**config.mk**
```make
export PLATFORM = sky130hd
export DESIGN_NAME = txlt_regs
export DESIGN_NICKNAME = d
export VERILOG_FILES = /design/src/txlt_pkg.sv /design/src/txlt_regs.sv
export SDC_FILE = /design/constraint.sdc
export NUM_CORES = 1
export LEC_CHECK = 0
export ABC_AREA = 1
export ABC_CLOCK_PERIOD_IN_PS = 2400
export BUFFER_PORTS_ARGS = -buffer_cell sky130_fd_sc_hd__buf_2
export CORE_MARGIN = 1
export CORE_UTILIZATION = 49
export DETAILED_ROUTE_END_ITERATION = 10
export MAX_ROUTING_LAYER = met4
export PLACE_DENSITY = 0.85
export SLEW_MARGIN = 20
export SYNTH_ARGS = -nofsm -noshare
export SYNTH_HDL_FRONTEND = slang
export SYNTH_SLANG_ARGS = --single-unit
```
**constraint.sdc**
```tcl
create_clock -name hclk -period 2.4 [get_ports hclk]
set_input_delay 0.48 -clock hclk [delete_from_list [all_inputs] [get_ports hclk]]
set_output_delay 0.48 -clock hclk [all_outputs]
set_load 0.005 [all_outputs]
```
**src/txlt_pkg.sv**
```systemverilog
// Constants for the transmit lead-time and beacon trigger register bank.
// Assumes a 32-bit AHB-Lite register bus, one word per register.
package txlt_pkg;

  // ------------------------------------------------------------
  // Register indices and byte addresses
  // ------------------------------------------------------------
  localparam logic [7:0] TXLT_IDX_SYMBOL_TICK_HIGH = 8'h15;
  localparam logic [7:0] TXLT_IDX_LEAD_CTRL = 8'h18;
  localparam logic [7:0] TXLT_IDX_BEACON_CTRL = 8'h1a;
  localparam int TXLT_ADDR_W = 10;
  localparam logic [9:0] TXLT_ADDR_SYMBOL_TICK_HIGH = {TXLT_IDX_SYMBOL_TICK_HIGH, 2'b00};
  localparam logic [9:0] TXLT_ADDR_LEAD_CTRL = {TXLT_IDX_LEAD_CTRL, 2'b00};
  localparam logic [9:0] TXLT_ADDR_BEACON_CTRL = {TXLT_IDX_BEACON_CTRL, 2'b00};

  // ------------------------------------------------------------
  // Field positions
  // ------------------------------------------------------------
  localparam int TXLT_QUEUE_EN_BIT = 7;
  localparam int TXLT_SYM_LSB = 2;
  localparam int TXLT_SYM_MSB = 5;
  localparam int TXLT_TICK_HI_MSB = 1;
  localparam int TXLT_TICK_LO_LSB = 1;
  localparam int TXLT_TICK_LO_MSB = 7;
  localparam int TXLT_PERIOD_HI_BIT = 0;
  localparam int TXLT_SEC_EN_BIT = 1;
  localparam int TXLT_TRIG_BIT = 0;

  // ------------------------------------------------------------
  // Reset values and limits
  // ------------------------------------------------------------
  localparam logic [3:0] TXLT_SYM_RESET = 4'h2;
  localparam logic [3:0] TXLT_SYM_MIN = 4'h1;
  localparam logic [3:0] TXLT_SYM_RECOMMENDED = 4'h6;
  localparam logic [8:0] TXLT_TICK_RESET = 9'h028;
  localparam logic TXLT_PERIOD_HI_RESET = 1'b1;
  localparam logic TXLT_QUEUE_EN_RESET = 1'b1;

  // ------------------------------------------------------------
  // Timing: lead-time tick unit against the bus clock
  // ------------------------------------------------------------
  localparam int TXLT_TICK_NS = 50;
  localparam int TXLT_HCLK_MHZ = 200;
  localparam int TXLT_TICK_CYCLES = (TXLT_TICK_NS * TXLT_HCLK_MHZ) / 1000;
  localparam int TXLT_DIV_W = 4;

endpackage : txlt_pkg

```
**src/txlt_regs.sv**
```systemverilog
// Register bank for transmitter lead time, queue enable and beacon trigger.
// Assumes an AHB-Lite master on hclk and a beacon sender on the same clock.
//
// Chosen here: the AHB-Lite register port.
module txlt_regs
  import txlt_pkg::*;
(
  // Clock, reset, enable
  input wire logic hclk,
  input wire logic hresetn,
  input wire logic ce,
  // AHB-Lite slave
  input wire logic hsel,
  input wire logic [31:0] haddr,
  input wire logic [1:0] htrans,
  input wire logic hwrite,
  input wire logic [2:0] hsize,
  input wire logic hready,
  input wire logic [31:0] hwdata,
  output logic [31:0] hrdata,
  output logic hreadyout,
  output logic hresp,
  // Beacon sender handshake
  input wire logic beacon_tx_busy,
  output logic beacon_send_start,
  // Lead-time settings to the transmitter
  output logic queue_enable,
  output logic [3:0] tx_lead_symbols,
  output logic [8:0] tx_lead_ticks,
  output logic beacon_security_enable,
  output logic tick_strobe
);
  import txlt_pkg::*;

  // ------------------------------------------------------------
  // State
  // ------------------------------------------------------------
  typedef struct packed {
    logic wr_pend;
    logic [TXLT_ADDR_W-1:0] wr_addr;
    logic [31:0] rdata;
    logic queue_en;
    logic [3:0] lead_sym;
    logic [8:0] lead_tick;
    logic period_hi;
    logic sec_en;
    logic trig;
    logic start;
    logic [TXLT_DIV_W-1:0] div;
    logic strobe;
  } txlt_state_type;

  localparam txlt_state_type TXLT_RESET_STATE = '{
    wr_pend: 1'b0, wr_addr: '0, rdata: 32'h0000_0000,
    queue_en: TXLT_QUEUE_EN_RESET, lead_sym: TXLT_SYM_RESET,
    lead_tick: TXLT_TICK_RESET, period_hi: TXLT_PERIOD_HI_RESET,
    sec_en: 1'b0, trig: 1'b0, start: 1'b0, div: '0, strobe: 1'b0};

  localparam logic [TXLT_DIV_W-1:0] DIV_LAST = TXLT_DIV_W'(TXLT_TICK_CYCLES - 1);

  txlt_state_type st;
  txlt_state_type next_st;
  logic acc;
  logic trig_wr;

  // ------------------------------------------------------------
  // Read decode, shared by the read path
  // ------------------------------------------------------------
  function automatic logic [31:0] read_word(input txlt_state_type s,
                                            input logic [TXLT_ADDR_W-1:0] a);
    logic [31:0] w;
    w = 32'h0000_0000;
    unique case (a)
      TXLT_ADDR_LEAD_CTRL: begin
        // Reserved bit 6 reads as zero
        w[TXLT_QUEUE_EN_BIT] = s.queue_en;
        w[TXLT_SYM_MSB:TXLT_SYM_LSB] = s.lead_sym;
        w[TXLT_TICK_HI_MSB:0] = s.lead_tick[8:7];
      end
      TXLT_ADDR_SYMBOL_TICK_HIGH: begin
        w[TXLT_TICK_LO_MSB:TXLT_TICK_LO_LSB] = s.lead_tick[6:0];
        w[TXLT_PERIOD_HI_BIT] = s.period_hi;
      end
      TXLT_ADDR_BEACON_CTRL: begin
        w[TXLT_SEC_EN_BIT] = s.sec_en;
        w[TXLT_TRIG_BIT] = s.trig;
      end
      default: w = 32'h0000_0000; // Unmapped words read zero, OKAY
    endcase
    return w;
  endfunction : read_word

  // ------------------------------------------------------------
  // Next-state logic
  // ------------------------------------------------------------
  assign acc = hsel && hready && htrans[1];
  // Data phase of a write that puts a one on the trigger bit
  assign trig_wr = st.wr_pend && (st.wr_addr == TXLT_ADDR_BEACON_CTRL) && hwdata[TXLT_TRIG_BIT];

  always_comb begin
    next_st = st;
    next_st.start = 1'b0;
    // Address phase: reads are answered from the current contents
    next_st.wr_pend = acc && hwrite;
    if (acc) begin
      next_st.wr_addr = haddr[TXLT_ADDR_W-1:0];
      if (!hwrite) begin
        next_st.rdata = read_word(st, haddr[TXLT_ADDR_W-1:0]);
      end
    end
    // Tick divider: one strobe per 50 ns of the 200 MHz bus clock
    next_st.strobe = (st.div == DIV_LAST);
    next_st.div = (st.div == DIV_LAST) ? '0 : st.div + 1'b1;
    // Launch a pending beacon only while the sender is idle
    if (st.trig && !beacon_tx_busy && !st.start) begin
      next_st.start = 1'b1;
      next_st.trig = 1'b0;
    end
    // Data phase write; ignoring reserved bits keeps them zero
    if (st.wr_pend) begin
      unique case (st.wr_addr)
        TXLT_ADDR_LEAD_CTRL: begin
          next_st.queue_en = hwdata[TXLT_QUEUE_EN_BIT];
          next_st.lead_sym = hwdata[TXLT_SYM_MSB:TXLT_SYM_LSB];
          next_st.lead_tick[8:7] = hwdata[TXLT_TICK_HI_MSB:0];
        end
        TXLT_ADDR_SYMBOL_TICK_HIGH: begin
          next_st.lead_tick[6:0] = hwdata[TXLT_TICK_LO_MSB:TXLT_TICK_LO_LSB];
          next_st.period_hi = hwdata[TXLT_PERIOD_HI_BIT];
        end
        TXLT_ADDR_BEACON_CTRL: begin
          next_st.sec_en = hwdata[TXLT_SEC_EN_BIT];
          // A one sets and wins over the hardware clear; a zero is ignored
          if (hwdata[TXLT_TRIG_BIT]) begin
            next_st.trig = 1'b1;
          end
        end
        default: next_st.trig = next_st.trig; // Unmapped writes are dropped
      endcase
    end
  end

  // ------------------------------------------------------------
  // State register, frozen while ce is low
  // ------------------------------------------------------------
  always_ff @(posedge hclk or negedge hresetn) begin
    if (!hresetn) begin
      st <= TXLT_RESET_STATE;
    end else if (ce) begin
      st <= next_st;
    end
  end

  // ------------------------------------------------------------
  // Outputs; zero-wait slave, so ready is a flop held high after reset and response is tied to OKAY
  // ------------------------------------------------------------
  // Ready ignores ce so that a frozen bank never stalls the shared bus
  logic ready_q;
  always_ff @(posedge hclk or negedge hresetn) begin
    if (!hresetn) begin
      ready_q <= 1'b0;
    end else begin
      ready_q <= 1'b1;
    end
  end

  // Symbol count below the minimum would give no lead at all, so floor it
  logic [3:0] sym_eff_q;
  always_ff @(posedge hclk or negedge hresetn) begin
    if (!hresetn) begin
      sym_eff_q <= TXLT_SYM_RESET;
    end else if (ce) begin
      sym_eff_q <= (next_st.lead_sym < TXLT_SYM_MIN) ? TXLT_SYM_MIN : next_st.lead_sym;
    end
  end

  assign hrdata = st.rdata;
  assign hreadyout = ready_q;
  assign hresp = 1'b0;
  assign beacon_send_start = st.start;
  assign queue_enable = st.queue_en;
  assign tx_lead_symbols = sym_eff_q;
  assign tx_lead_ticks = st.lead_tick;
  assign beacon_security_enable = st.sec_en;
  assign tick_strobe = st.strobe;

  // ------------------------------------------------------------
  // Assertions
  // ------------------------------------------------------------
  // Helper: ce cycles since the last tick strobe, checked against the tick length
  logic [TXLT_DIV_W-1:0] gap_q;
  logic gap_seen_q;
  always_ff @(posedge hclk or negedge hresetn) begin
    if (!hresetn) begin
      gap_q <= '0;
      gap_seen_q <= 1'b0;
    end else if (ce) begin
      gap_q <= tick_strobe ? '0 : gap_q + 1'b1;
      gap_seen_q <= gap_seen_q | tick_strobe;
    end
  end

  // Trigger and launch; a one written in the launch cycle re-arms the trigger
  a_trig_launches: assert property (@(posedge hclk) disable iff (!hresetn)
    (ce && st.trig && !beacon_tx_busy && !st.start)
      |=> st.start && (st.trig == $past(trig_wr)))
    else $error("pending trigger did not launch");

  a_start_one_cycle: assert property (@(posedge hclk) disable iff (!hresetn)
    (ce && st.start) |=> !st.start)
    else $error("send start longer than one cycle");

  a_zero_no_effect: assert property (@(posedge hclk) disable iff (!hresetn)
    (ce && !st.trig && !(st.wr_pend && st.wr_addr == TXLT_ADDR_BEACON_CTRL
      && hwdata[TXLT_TRIG_BIT])) |=> !st.trig && !st.start)
    else $error("trigger set without a one written");

  a_trig_held_busy: assert property (@(posedge hclk) disable iff (!hresetn)
    (ce && st.trig && beacon_tx_busy) |=> st.trig)
    else $error("trigger lost while sender busy");

  a_sym_floor: assert property (@(posedge hclk) disable iff (!hresetn)
    tx_lead_symbols >= TXLT_SYM_MIN)
    else $error("lead symbols below minimum");

  a_sec_write: assert property (@(posedge hclk) disable iff (!hresetn)
    (ce && st.wr_pend && st.wr_addr == TXLT_ADDR_BEACON_CTRL)
      |=> beacon_security_enable == $past(hwdata[TXLT_SEC_EN_BIT]))
    else $error("security enable not written");

  a_tick_lo_write: assert property (@(posedge hclk) disable iff (!hresetn)
    (ce && st.wr_pend && st.wr_addr == TXLT_ADDR_SYMBOL_TICK_HIGH)
      |=> tx_lead_ticks[6:0] == $past(hwdata[7:1]))
    else $error("low tick bits not written");

  a_tick_hi_write: assert property (@(posedge hclk) disable iff (!hresetn)
    (ce && st.wr_pend && st.wr_addr == TXLT_ADDR_LEAD_CTRL)
      |=> tx_lead_ticks[8:7] == $past(hwdata[1:0]) && queue_enable == $past(hwdata[7]))
    else $error("high tick bits or queue enable not written");

  a_strobe_period: assert property (@(posedge hclk) disable iff (!hresetn)
    (ce && tick_strobe) |=> !tick_strobe)
    else $error("tick strobe too wide");

  // Tick timing: one strobe per tick length, counted in enabled cycles
  a_tick_spacing: assert property (@(posedge hclk) disable iff (!hresetn)
    (gap_seen_q && tick_strobe) |-> gap_q == DIV_LAST)
    else $error("tick strobe spacing wrong");

  a_tick_gap_max: assert property (@(posedge hclk) disable iff (!hresetn)
    (gap_seen_q && !tick_strobe) |-> gap_q < DIV_LAST)
    else $error("tick strobe missing");

  a_reset_lead: assert property (@(posedge hclk)
    $rose(hresetn) |-> tx_lead_ticks == TXLT_TICK_RESET && queue_enable)
    else $error("lead-time reset value wrong");

  a_reset_beacon: assert property (@(posedge hclk)
    $rose(hresetn) |-> !beacon_security_enable && !beacon_send_start)
    else $error("beacon control reset value wrong");

  // Writes, reads and holds of the settings
  a_sym_write: assert property (@(posedge hclk) disable iff (!hresetn)
    (ce && st.wr_pend && st.wr_addr == TXLT_ADDR_LEAD_CTRL
      && hwdata[TXLT_SYM_MSB:TXLT_SYM_LSB] >= TXLT_SYM_MIN)
      |=> tx_lead_symbols == $past(hwdata[TXLT_SYM_MSB:TXLT_SYM_LSB]))
    else $error("lead symbols not written");

  a_lead_read: assert property (@(posedge hclk) disable iff (!hresetn)
    (ce && acc && !hwrite && haddr[TXLT_ADDR_W-1:0] == TXLT_ADDR_LEAD_CTRL)
      |=> hrdata[TXLT_QUEUE_EN_BIT] == $past(queue_enable) && hrdata[TXLT_SYM_MSB+1] == 1'b0
        && hrdata[31:TXLT_QUEUE_EN_BIT+1] == '0)
    else $error("lead register read wrong");

  a_sec_hold: assert property (@(posedge hclk) disable iff (!hresetn)
    (ce && !(st.wr_pend && st.wr_addr == TXLT_ADDR_BEACON_CTRL))
      |=> $stable(beacon_security_enable))
    else $error("security enable changed without a write");

  a_lead_hold: assert property (@(posedge hclk) disable iff (!hresetn)
    (ce && !(st.wr_pend && (st.wr_addr == TXLT_ADDR_LEAD_CTRL
      || st.wr_addr == TXLT_ADDR_SYMBOL_TICK_HIGH))) |=> $stable(tx_lead_ticks))
    else $error("lead ticks changed without a write");

  c_beacon_send: cover property (@(posedge hclk) disable iff (!hresetn) st.start);
  c_busy_wait: cover property (@(posedge hclk) disable iff (!hresetn)
    st.trig && beacon_tx_busy ##1 st.trig);
  c_lead_write: cover property (@(posedge hclk) disable iff (!hresetn)
    st.wr_pend && st.wr_addr == TXLT_ADDR_LEAD_CTRL);
  c_sym_floor: cover property (@(posedge hclk) disable iff (!hresetn)
    st.wr_pend && st.wr_addr == TXLT_ADDR_LEAD_CTRL && hwdata[TXLT_SYM_MSB:TXLT_SYM_LSB] == 4'h0);
  c_ce_frozen: cover property (@(posedge hclk) disable iff (!hresetn)
    !ce && acc);

endmodule : txlt_regs

```
**Word level (Yosys, flattened, before mapping)**

Index checks and enable logic that the tools add are counted.

- Register bits: 47
- Bits in latches: 0
- Memory bits (writable): 0
- ROM bits: 0
- Input bits: 76
- Output and inout port bits: 51
- Logic and storage cells: 50
- Memories kept: 0

- Add/subtract/negate cells: 1
- Multiply operators: 0
- Div/mod/pow operators: 0
- Magnitude comparators: 1
- Equality and inequality tests: 7
- Shift operators: 0
- Muxes and demuxes: 13
- Bitwise operators: 1
- Reductions and logical operators: 12

Operators with widths:

| cell | number |
|---|---|
| == test 10 x 7 -> 1 bit, second input constant | 6 |
| 2-to-1 mux 16 bit | 1 |
| AND reduction 3 bit | 4 |
| 2-to-1 mux 4 bit | 2 |
| 2-to-1 mux 8 bit | 1 |
| case mux 4 bit (2 select lines) | 1 |
| 2-to-1 mux 6 bit | 1 |
| case mux 2 bit (3 select lines) | 1 |
| logical AND 1 bit | 5 |
| adder 4 x 1 -> 4 bit, second input constant | 1 |
| == test 4 bit, second input constant | 1 |
| < comparator 4 x 1 -> 1 bit, second input constant | 1 |
| 2-to-1 mux 1 bit | 4 |
| zero test 1 bit | 2 |
| 2-to-1 mux 2 bit | 1 |
| case mux 1 bit (2 select lines) | 1 |
| AND reduction 2 bit | 1 |
| NOT 1 bit | 1 |

**Depth between registers and ports, before layout**

Gate-level depths: netlist of run 1.

- Word-level depth: 9
- Gate-level depth with buffers: 9
- Gate-level depth less buffers: 9

**Least setup slack after synthesis of run 1**

Ideal clock, no wire load.

- Path type: input port to flip-flop
- Start: in haddr[1]
- End: reg st, in the netlist hrdata[0]
- Setup time: 65 ps
- Arrival: 1,263 ps
- Data required time: 2,335 ps
- Slack: 1,072 ps
- Stages on the path: 9
- Path buffers: 1
- Cells stage by stage: nor2_1 -> nand2_1 -> nor2_4 -> and2_1 -> buf_4 -> nand2_1 -> nand3_1 -> nand2_1 -> nand2_1

- Cells in the longest elaborated chain, start to end: 2
- Elaborated cells between the ends (all ways): 4
- Those cells by class: eq/ne: 3; mux: 1

RTL lines:

| item | RTL line | RTL |
|---|---|---|
| from (decl) | txlt_regs.sv:14 | `input wire logic [31:0] haddr,` |
| == test 10 x 7 -> 1 bit | txlt_regs.sv:73 | `unique case (a)` |
| case mux 2 bit (3 select lines) * | txlt_regs.sv:73 |  |
| to (signal assigned) | txlt_regs.sv:150 | `st <= next_st;` |
| to (decl) | txlt_regs.sv:61 | `txlt_state_type st;` |

Every way passes the cells marked *; elsewhere a longest branch is shown, timed or not.
A chain may end at the register's enable or synchronous reset.

**Worst setup path after layout of run 1**

- Start: reg st[62] in the netlist's numbering
- End: reg st, in the netlist tx_lead_ticks[2]

- Cells in the longest elaborated chain, start to end: 2

RTL lines:

| item | RTL line | RTL |
|---|---|---|
| == test 10 x 7 -> 1 bit | txlt_regs.sv:121 | `unique case (st.wr_addr)` |
| AND reduction 3 bit (no source line) | - |  |

No other way between the ends.

==> results of run 1 <==
-- where the power goes --
part | total (mW) | internal, mW | switching, mW
sequential | 1.01 | 0.921 | 0.0857
combinational | 0.334 | 0.134 | 0.200
clock | 0.591 | 0.337 | 0.254
total | 1.93 | 1.39 | 0.540
-- logic make-up (layout without fill, tap and decap cells) --
logic type / Yosys count / after routing
other: 2 / 26
buffers and inverters: 79 / 95
AO/OA/AOI/OAI: 36 / 36
AND/OR/NAND/NOR: 132 / 132
XOR/XNOR: 2 / 2
flip-flops: 47 / 47
-- per-layer routing --
layer	global-route usage [%]	share of wire (%)	wire [um]	up-vias
met5	-	0	0	-
met4	7.41	1.1	51	0
met3	3.73	5.6	252	5
met2	32.4	48	2140	58
met1	23.2	46	2050	865
li1	-	-	-	957
-- placed cells by master, fill, tap and decap left out, types with 2 or more instances in the layout --
master    Yosys  layout
xor2_1        2       2
nor2_2        3       3
clkbuf_8      0       6
nand2_1      75      75
nor2_1       23      23
nand2_2       2       2
conb_1        2      26
nand3_1      15      15
buf_2         0      51
inv_1        31      31
o21ai_2       8       8
nand4_1       6       6
a21oi_1       3       3
a31oi_1       5       5
dfstp_2       6       6
buf_4        44       4
dfrtp_1      41      41
nor3_2        2       2
o21ai_0      17      17
-- final cells by class --
cell class / count / area (sq um) / share of cell area, %
clock buffers: 6 / 82.6 / 3.05
repair buffers: 55 / 285 / 10.5
well taps: 67 / 83.8 / 3.10
inverters: 32 / 120 / 4.44
flip-flops and latches: 47 / 1180 / 43.7
clock inverters: 2 / 35.0 / 1.29
multi-input cells: 196 / 917 / 33.9
-- worst register-to-register path: stages (launching register included) --
cell and delay, ns:
dfrtp_1 0.39, nor2_1 0.21, inv_1 0.08, nor3_2 0.17, nand3_2 0.37, nand2_1 0.21
o21ai_2 0.07
-- stage by stage --
stage	worst slack, ns	instance area [sq um]	total power [mW]	hold WS, ns	utilization, %
global route	0.678	2710	2.05	0.290	56.6
CTS	0.772	2710	1.95	0.270	56.6
finish	0.794	2710	1.93	0.250	56.6
detailed placement	0.738	2590	1.36	0.459	54.1
global placement	0.764	2590	1.34	0.457	54.1
floorplan	1.07	2570	1.27	0.184	-
-- worst max path at each step --
stage | startpoint | endpoint | cells after the start | slack [ns]
after floorplan | haddr[1] | hrdata[0] | 9 | 1.07
after global placement | haddr[1] | hrdata[0] | 9 | 0.76
after detailed placement | haddr[1] | hrdata[0] | 9 | 0.74
after CTS | st[62] | tx_lead_ticks[2] | 6 | 0.77
after global routing | st[62] | tx_lead_ticks[1] | 6 | 0.68
final | st[62] | tx_lead_ticks[2] | 6 | 0.79
-- state kept, by name, indices dropped and copies added, names as in the netlist, 4 cells and up --
| register | count |
|---|---|
| tx_lead_ticks | 9 |
| hrdata | 8 |
| tx_lead_symbols | 4 |
| st | 21 |
==> impl_metrics.py, run 1 <==
metrics = {
    "status": {
        "outcome": "finished, final reports clean",
    },
    "timing": {
        "slew_headroom_pct": 61.3,
        "tightestPinTransition_ns": 0.580,
        "hold_violations": 0,
        "timing.setup.tns_ns": 0,
        "rsz0062_at_grt": "false",
        "period_needed_ns": 1.61,
        "slew_violations": 0,
        "fmax_mhz": 623,
        "finClkSkew_ns": 0.00724,
        "fin_crit_sh_pct": 66.9,
        "setup_viol": 0,
    },
    "floorplanning": {
        "die_w_um": 73.1,
        "initial_core_util_pct": 51.8,
        "coreArea_sq_um": 4790,
        "num_rows": 25,
        "die-height_um": 73.1,
        "die-area_sq_um": 5350,
        "io_pins": 127,
    },
    "clocking": {
        "cts_max_level": 2,
        "cts_setup_buffers": 0,
        "cts_hold_buf": 0,
        "cts_tree": "done",
        "clock_latency_ns": 0.30,
        "cts_made_buffers": 5,
        "cts_root_buf": "clkbuf_8",
        "path_clk_slew_ns": 0.08,
        "cts.path.max_buffers": 2,
        "clock-sinks": 47,
        "cts_resized": 0,
    },
    "drt": {
        "drt-vias-per-instance": 4.65,
        "dr.pass1.iters": 4,
        "drtAntennaViolNets": 0,
        "routedWlPerCell_um": 11.1,
        "finalWirelength_um": 4490,
        "drc": 0,
        "via_count": 1885,
        "drt_iter0_drc": 74,
    },
    "synth": {
        "postSynthCellCount": 298,
        "synth-compound-area-share_pct": 9.03,
        "syn_area_per_cell_sq_um": 8.32,
        "synth_area_sq_um": 2480,
        "yosysTopAreaCell": "dfrtp_1",
        "muxShareOfSynthArea_pct": 0,
        "synth_xor_area_share_pct": 0.706,
        "synth_top_family_by_area": "simple AND/OR/NAND/NOR gates",
        "synth-async-reset-ratio_pct": 100,
        "synth_seq_cells": 47,
        "synth-simple-area-share_pct": 23.3,
        "synth.area.top_cells": "dfrtp_1 41%, buf_4 13%, nand2_1 11%",
        "synth_commonest_cells": "75 x nand2_1, 44 x buf_4, 41 x dfrtp_1, 31 x inv_1, 23 x nor2_1",
        "synth_edf_count": 0,
        "synth_adder_area_share_pct": 0,
        "synth_top_area_share_pct": 41.4,
        "synthFlopType": "dfrtp_1",
        "ys_seq_area_share_pct": 47.7,
        "synth.distinct_cells": 29,
        "synth_most_common_cell": "nand2_1",
        "yosys_warnings": 0,
    },
    "grt": {
        "globalRouteOverflowTotal": 0,
        "grt_usage_pct": 19.4,
        "antenna_found_initial": 0,
        "grt_max_degree": 48,
        "grt_first_pass_wirelength_um": 7660,
        "grt_pass1_vias": 1788,
    },
    "critical_path": {
        "crit_path_max_incr_delay_ns": 0.39,
        "ff2ff_setup_slack_ns": 0.79,
        "crit_path_top_delay_cell": "dfrtp_1",
        "reg2reg_from": "st[62]",
        "path_buf_inv": 1,
        "end_kind": "register",
        "crit_family": "simple AND/OR/NAND/NOR gates",
        "r2r-end": "tx_lead_ticks[2]",
        "cp_max_fo": 16,
        "cp_cell_sequence": "nor2_1, inv_1, nor3_2, nand3_2, nand2_1, o21ai_2",
        "crit_arrival_ns": 1.78,
        "cp_data_required_time_ns": 2.58,
        "path_class": "reg2reg",
        "r2r_cells": 6,
        "startpoint_type": "register",
    },
    "placement": {
        "dp_cells": 397,
        "gp_congestion": 0.909,
        "dp_hpwl_um": 3430,
        "io_buffers": 51,
    },
    "job": {
        "drv_cap": 0,
    },
    "cells_and_area": {
        "fillers": 463,
        "drive_above_1_share_pct": 25.4,
        "antenna_cells": 0,
        "instances_no_fill": 405,
        "syn_to_final_growth_pct": 9.18,
        "fin_nets": 413,
    },
    "pwr": {
        "vdd_ir_drop_max_uv": 520,
        "powerDensity_nw_per_um2": 713,
        "p_leak_nw": 1.43,
    },
    "hold_path": {
        "hp-class": "in2async",
    },
}
(Power assumes the default switching activity.)
==> run 2, diff against run 1 <==
- ABC_CLOCK_PERIOD_IN_PS: 2400 -> 1700
- CORE_UTILIZATION: 49 -> 46
- PLACE_DENSITY: 0.85 -> 0.81
- clock period: 2.4 -> 1.7 ns (I/O delays scaled with it)
==> impl_metrics.py, run 2 (same netlist as run 1, synthesis figures left out) <==
metrics = {
    "timing": {
        "period_needed_ns": 1.39,
        "fin_crit_sh_pct": 81.7,
        "slew_violations": 0,
        "finClkSkew_ns": 0.00508,
        "hold_ws_ns": 0.247,
        "hold_violations": 0,
        "setup_viol": 0,
        "setup_ws_ns": 0.310,
        "fmax_mhz": 720,
        "timing.setup.tns_ns": 0,
        "rsz0062_at_grt": "false",
    },
    "critical_path": {
        "cp_data_required_time_ns": 1.89,
        "end_kind": "register",
        "crit_path_top_delay_cell": "dfrtp_1",
        "startpoint_type": "register",
        "r2r_cells": 6,
        "cp_cell_sequence": "nor2_2, nand2_1, nor2_1, nand4_1, o21ai_0, inv_1",
        "path_class": "reg2reg",
        "reg2reg_from": "st[56]",
        "crit_arrival_ns": 1.58,
        "ff2ff_setup_slack_ns": 0.31,
        "cp_max_fo": 3,
        "crit_path_end": "beacon_security_enable",
        "crit_path_max_incr_delay_ns": 0.42,
        "r2r-end": "beacon_security_enable",
        "critPathLaunch": "st[56]",
    },
    "drt": {
        "dr.pass1.iters": 5,
        "highest_layer": "met4",
        "drt-vias-per-instance": 4.59,
        "wl_met2_um": 2190,
        "routedWlPerCell_um": 10.9,
        "met3_length_um": 250,
        "drt-met1-wl_um": 2040,
        "via_count": 1895,
        "finalWirelength_um": 4500,
        "drt_iter0_drc": 55,
        "drc": 0,
        "drtAntennaViolNets": 0,
    },
    "hold_path": {
        "hold_depth": 3,
        "hp-class": "in2reg",
    },
    "pwr": {
        "combPwrFrac_pct": 19.0,
        "internal_power_mw": 1.78,
        "swShare_pct": 29.6,
        "p_switching_uw": 749,
        "p_total_mw": 2.53,
        "p_seq_share_pct": 56.0,
        "power.share.clock_pct": 25.1,
        "powerDensity_nw_per_um2": 929,
        "vdd_ir_drop_max_uv": 591,
        "p_leak_nw": 1.44,
    },
    "cells_and_area": {
        "syn_to_final_growth_pct": 9.99,
        "fillers": 521,
        "antenna_cells": 0,
        "fin_nets": 418,
        "drive_above_1_share_pct": 25.7,
        "top_register": "st",
        "instances_no_fill": 413,
        "mostFrequentLayoutCell": "nand2_1",
        "largest_reg_flops": 21,
        "final_cell_mix": "75 x nand2_1, 51 x buf_2, 41 x dfrtp_1, 31 x inv_1, 26 x conb_1",
    },
    "clocking": {
        "clock-sinks": 47,
        "cts_made_buffers": 5,
        "path_clk_slew_ns": 0.08,
        "cts_tree": "done",
        "cts_root_buf": "clkbuf_8",
        "cts_hold_buf": 1,
        "clock_latency_ns": 0.30,
        "cts_setup_buffers": 0,
        "cts.path.max_buffers": 2,
        "cts_resized": 0,
        "cts_max_level": 2,
    },
    "grt": {
        "grt_pass1_vias": 1785,
        "grt_usage_pct": 18.5,
        "globalRouteOverflowTotal": 0,
        "antenna_found_initial": 0,
        "grt_first_pass_wirelength_um": 7630,
        "grt_max_degree": 32,
    },
    "floorplanning": {
        "initial_core_util_pct": 48.2,
        "num_rows": 26,
        "die-area_sq_um": 5690,
        "die-height_um": 75.4,
        "coreArea_sq_um": 5140,
        "die_w_um": 75.4,
        "io_pins": 127,
    },
    "placement": {
        "dp_cells": 404,
        "gp_congestion": 0.922,
        "io_buffers": 51,
        "dp_hpwl_um": 3560,
        "pre_cts_slack_ns": 0.258,
    },
    "job": {
        "drv_cap": 0,
    },
    "status": {
        "outcome": "finished, final reports clean",
    },
}
run 2: cell types whose count changed in the layout (fill, tap and decap cells not counted), sizes merged:
cell         delta
buf             +4
bufinv          -1
clkbuf          +1
dlygate4sd3     +1
run 2: power by group through the flow:
stage | logic, mW | registers (mW) | clock network, mW
after floorplan | 0.376 | 1.42 | 0
final | 0.480 | 1.42 | 0.635
after CTS | 0.485 | 1.42 | 0.653
after global placement | 0.461 | 1.43 | 0
after detailed placement | 0.480 | 1.44 | 0
after global routing | 0.572 | 1.44 | 0.696
run 2: worst min-delay path by stage:
| stage | to | slack [ns] | from |
|---|---|---|---|
| after detailed placement | tx_lead_ticks[8] | 0.30 | hresetn |
| after CTS | tx_lead_ticks[5] | 0.24 | hwdata[6] |
| after global routing | tx_lead_ticks[5] | 0.24 | hwdata[6] |
| after global placement | tx_lead_ticks[8] | 0.29 | hresetn |
| final | tx_lead_ticks[5] | 0.25 | hwdata[6] |
| after floorplan | beacon_security_enable | 0.04 | hresetn |
run 2: critical path, delay by kind of cell (launching register included):
kind                   cells  cell delay, ns
DFF                        1            0.42
buffers and inverters      1            0.06
and+or+nand+nor            4            0.63
AOI/OAI and AO/OA          1            0.18
run 2: per-stage QoR:
step / cell area (sq um) / utilization, %
after CTS: 2730 / 53.1
after global placement: 2640 / 51.3
after floorplan: 2570 / -
after global routing: 2730 / 53.1
after detailed placement: 2640 / 51.3
final: 2730 / 53.1
run 2: metal layers:
metal / GRT usage, % / vias to the layer above
met2: 29.7 / 66
li1: - / 963
met4: 5.56 / 0
met3: 4.50 / 2
met1: 23.2 / 864
met5: - / -
run 2: cell type report:
cell class | count | area (sq um) | share of cell area [%]
sequential | 47 | 1180 | 43.4
multi-input combinational | 196 | 917 | 33.6
timing repair buffer | 60 | 338 | 12.4
inverter | 32 | 120 | 4.40
tap | 70 | 87.6 | 3.21
clock buffer | 7 | 76.3 | 2.80
clock inverter | 1 | 5.00 | 0.183
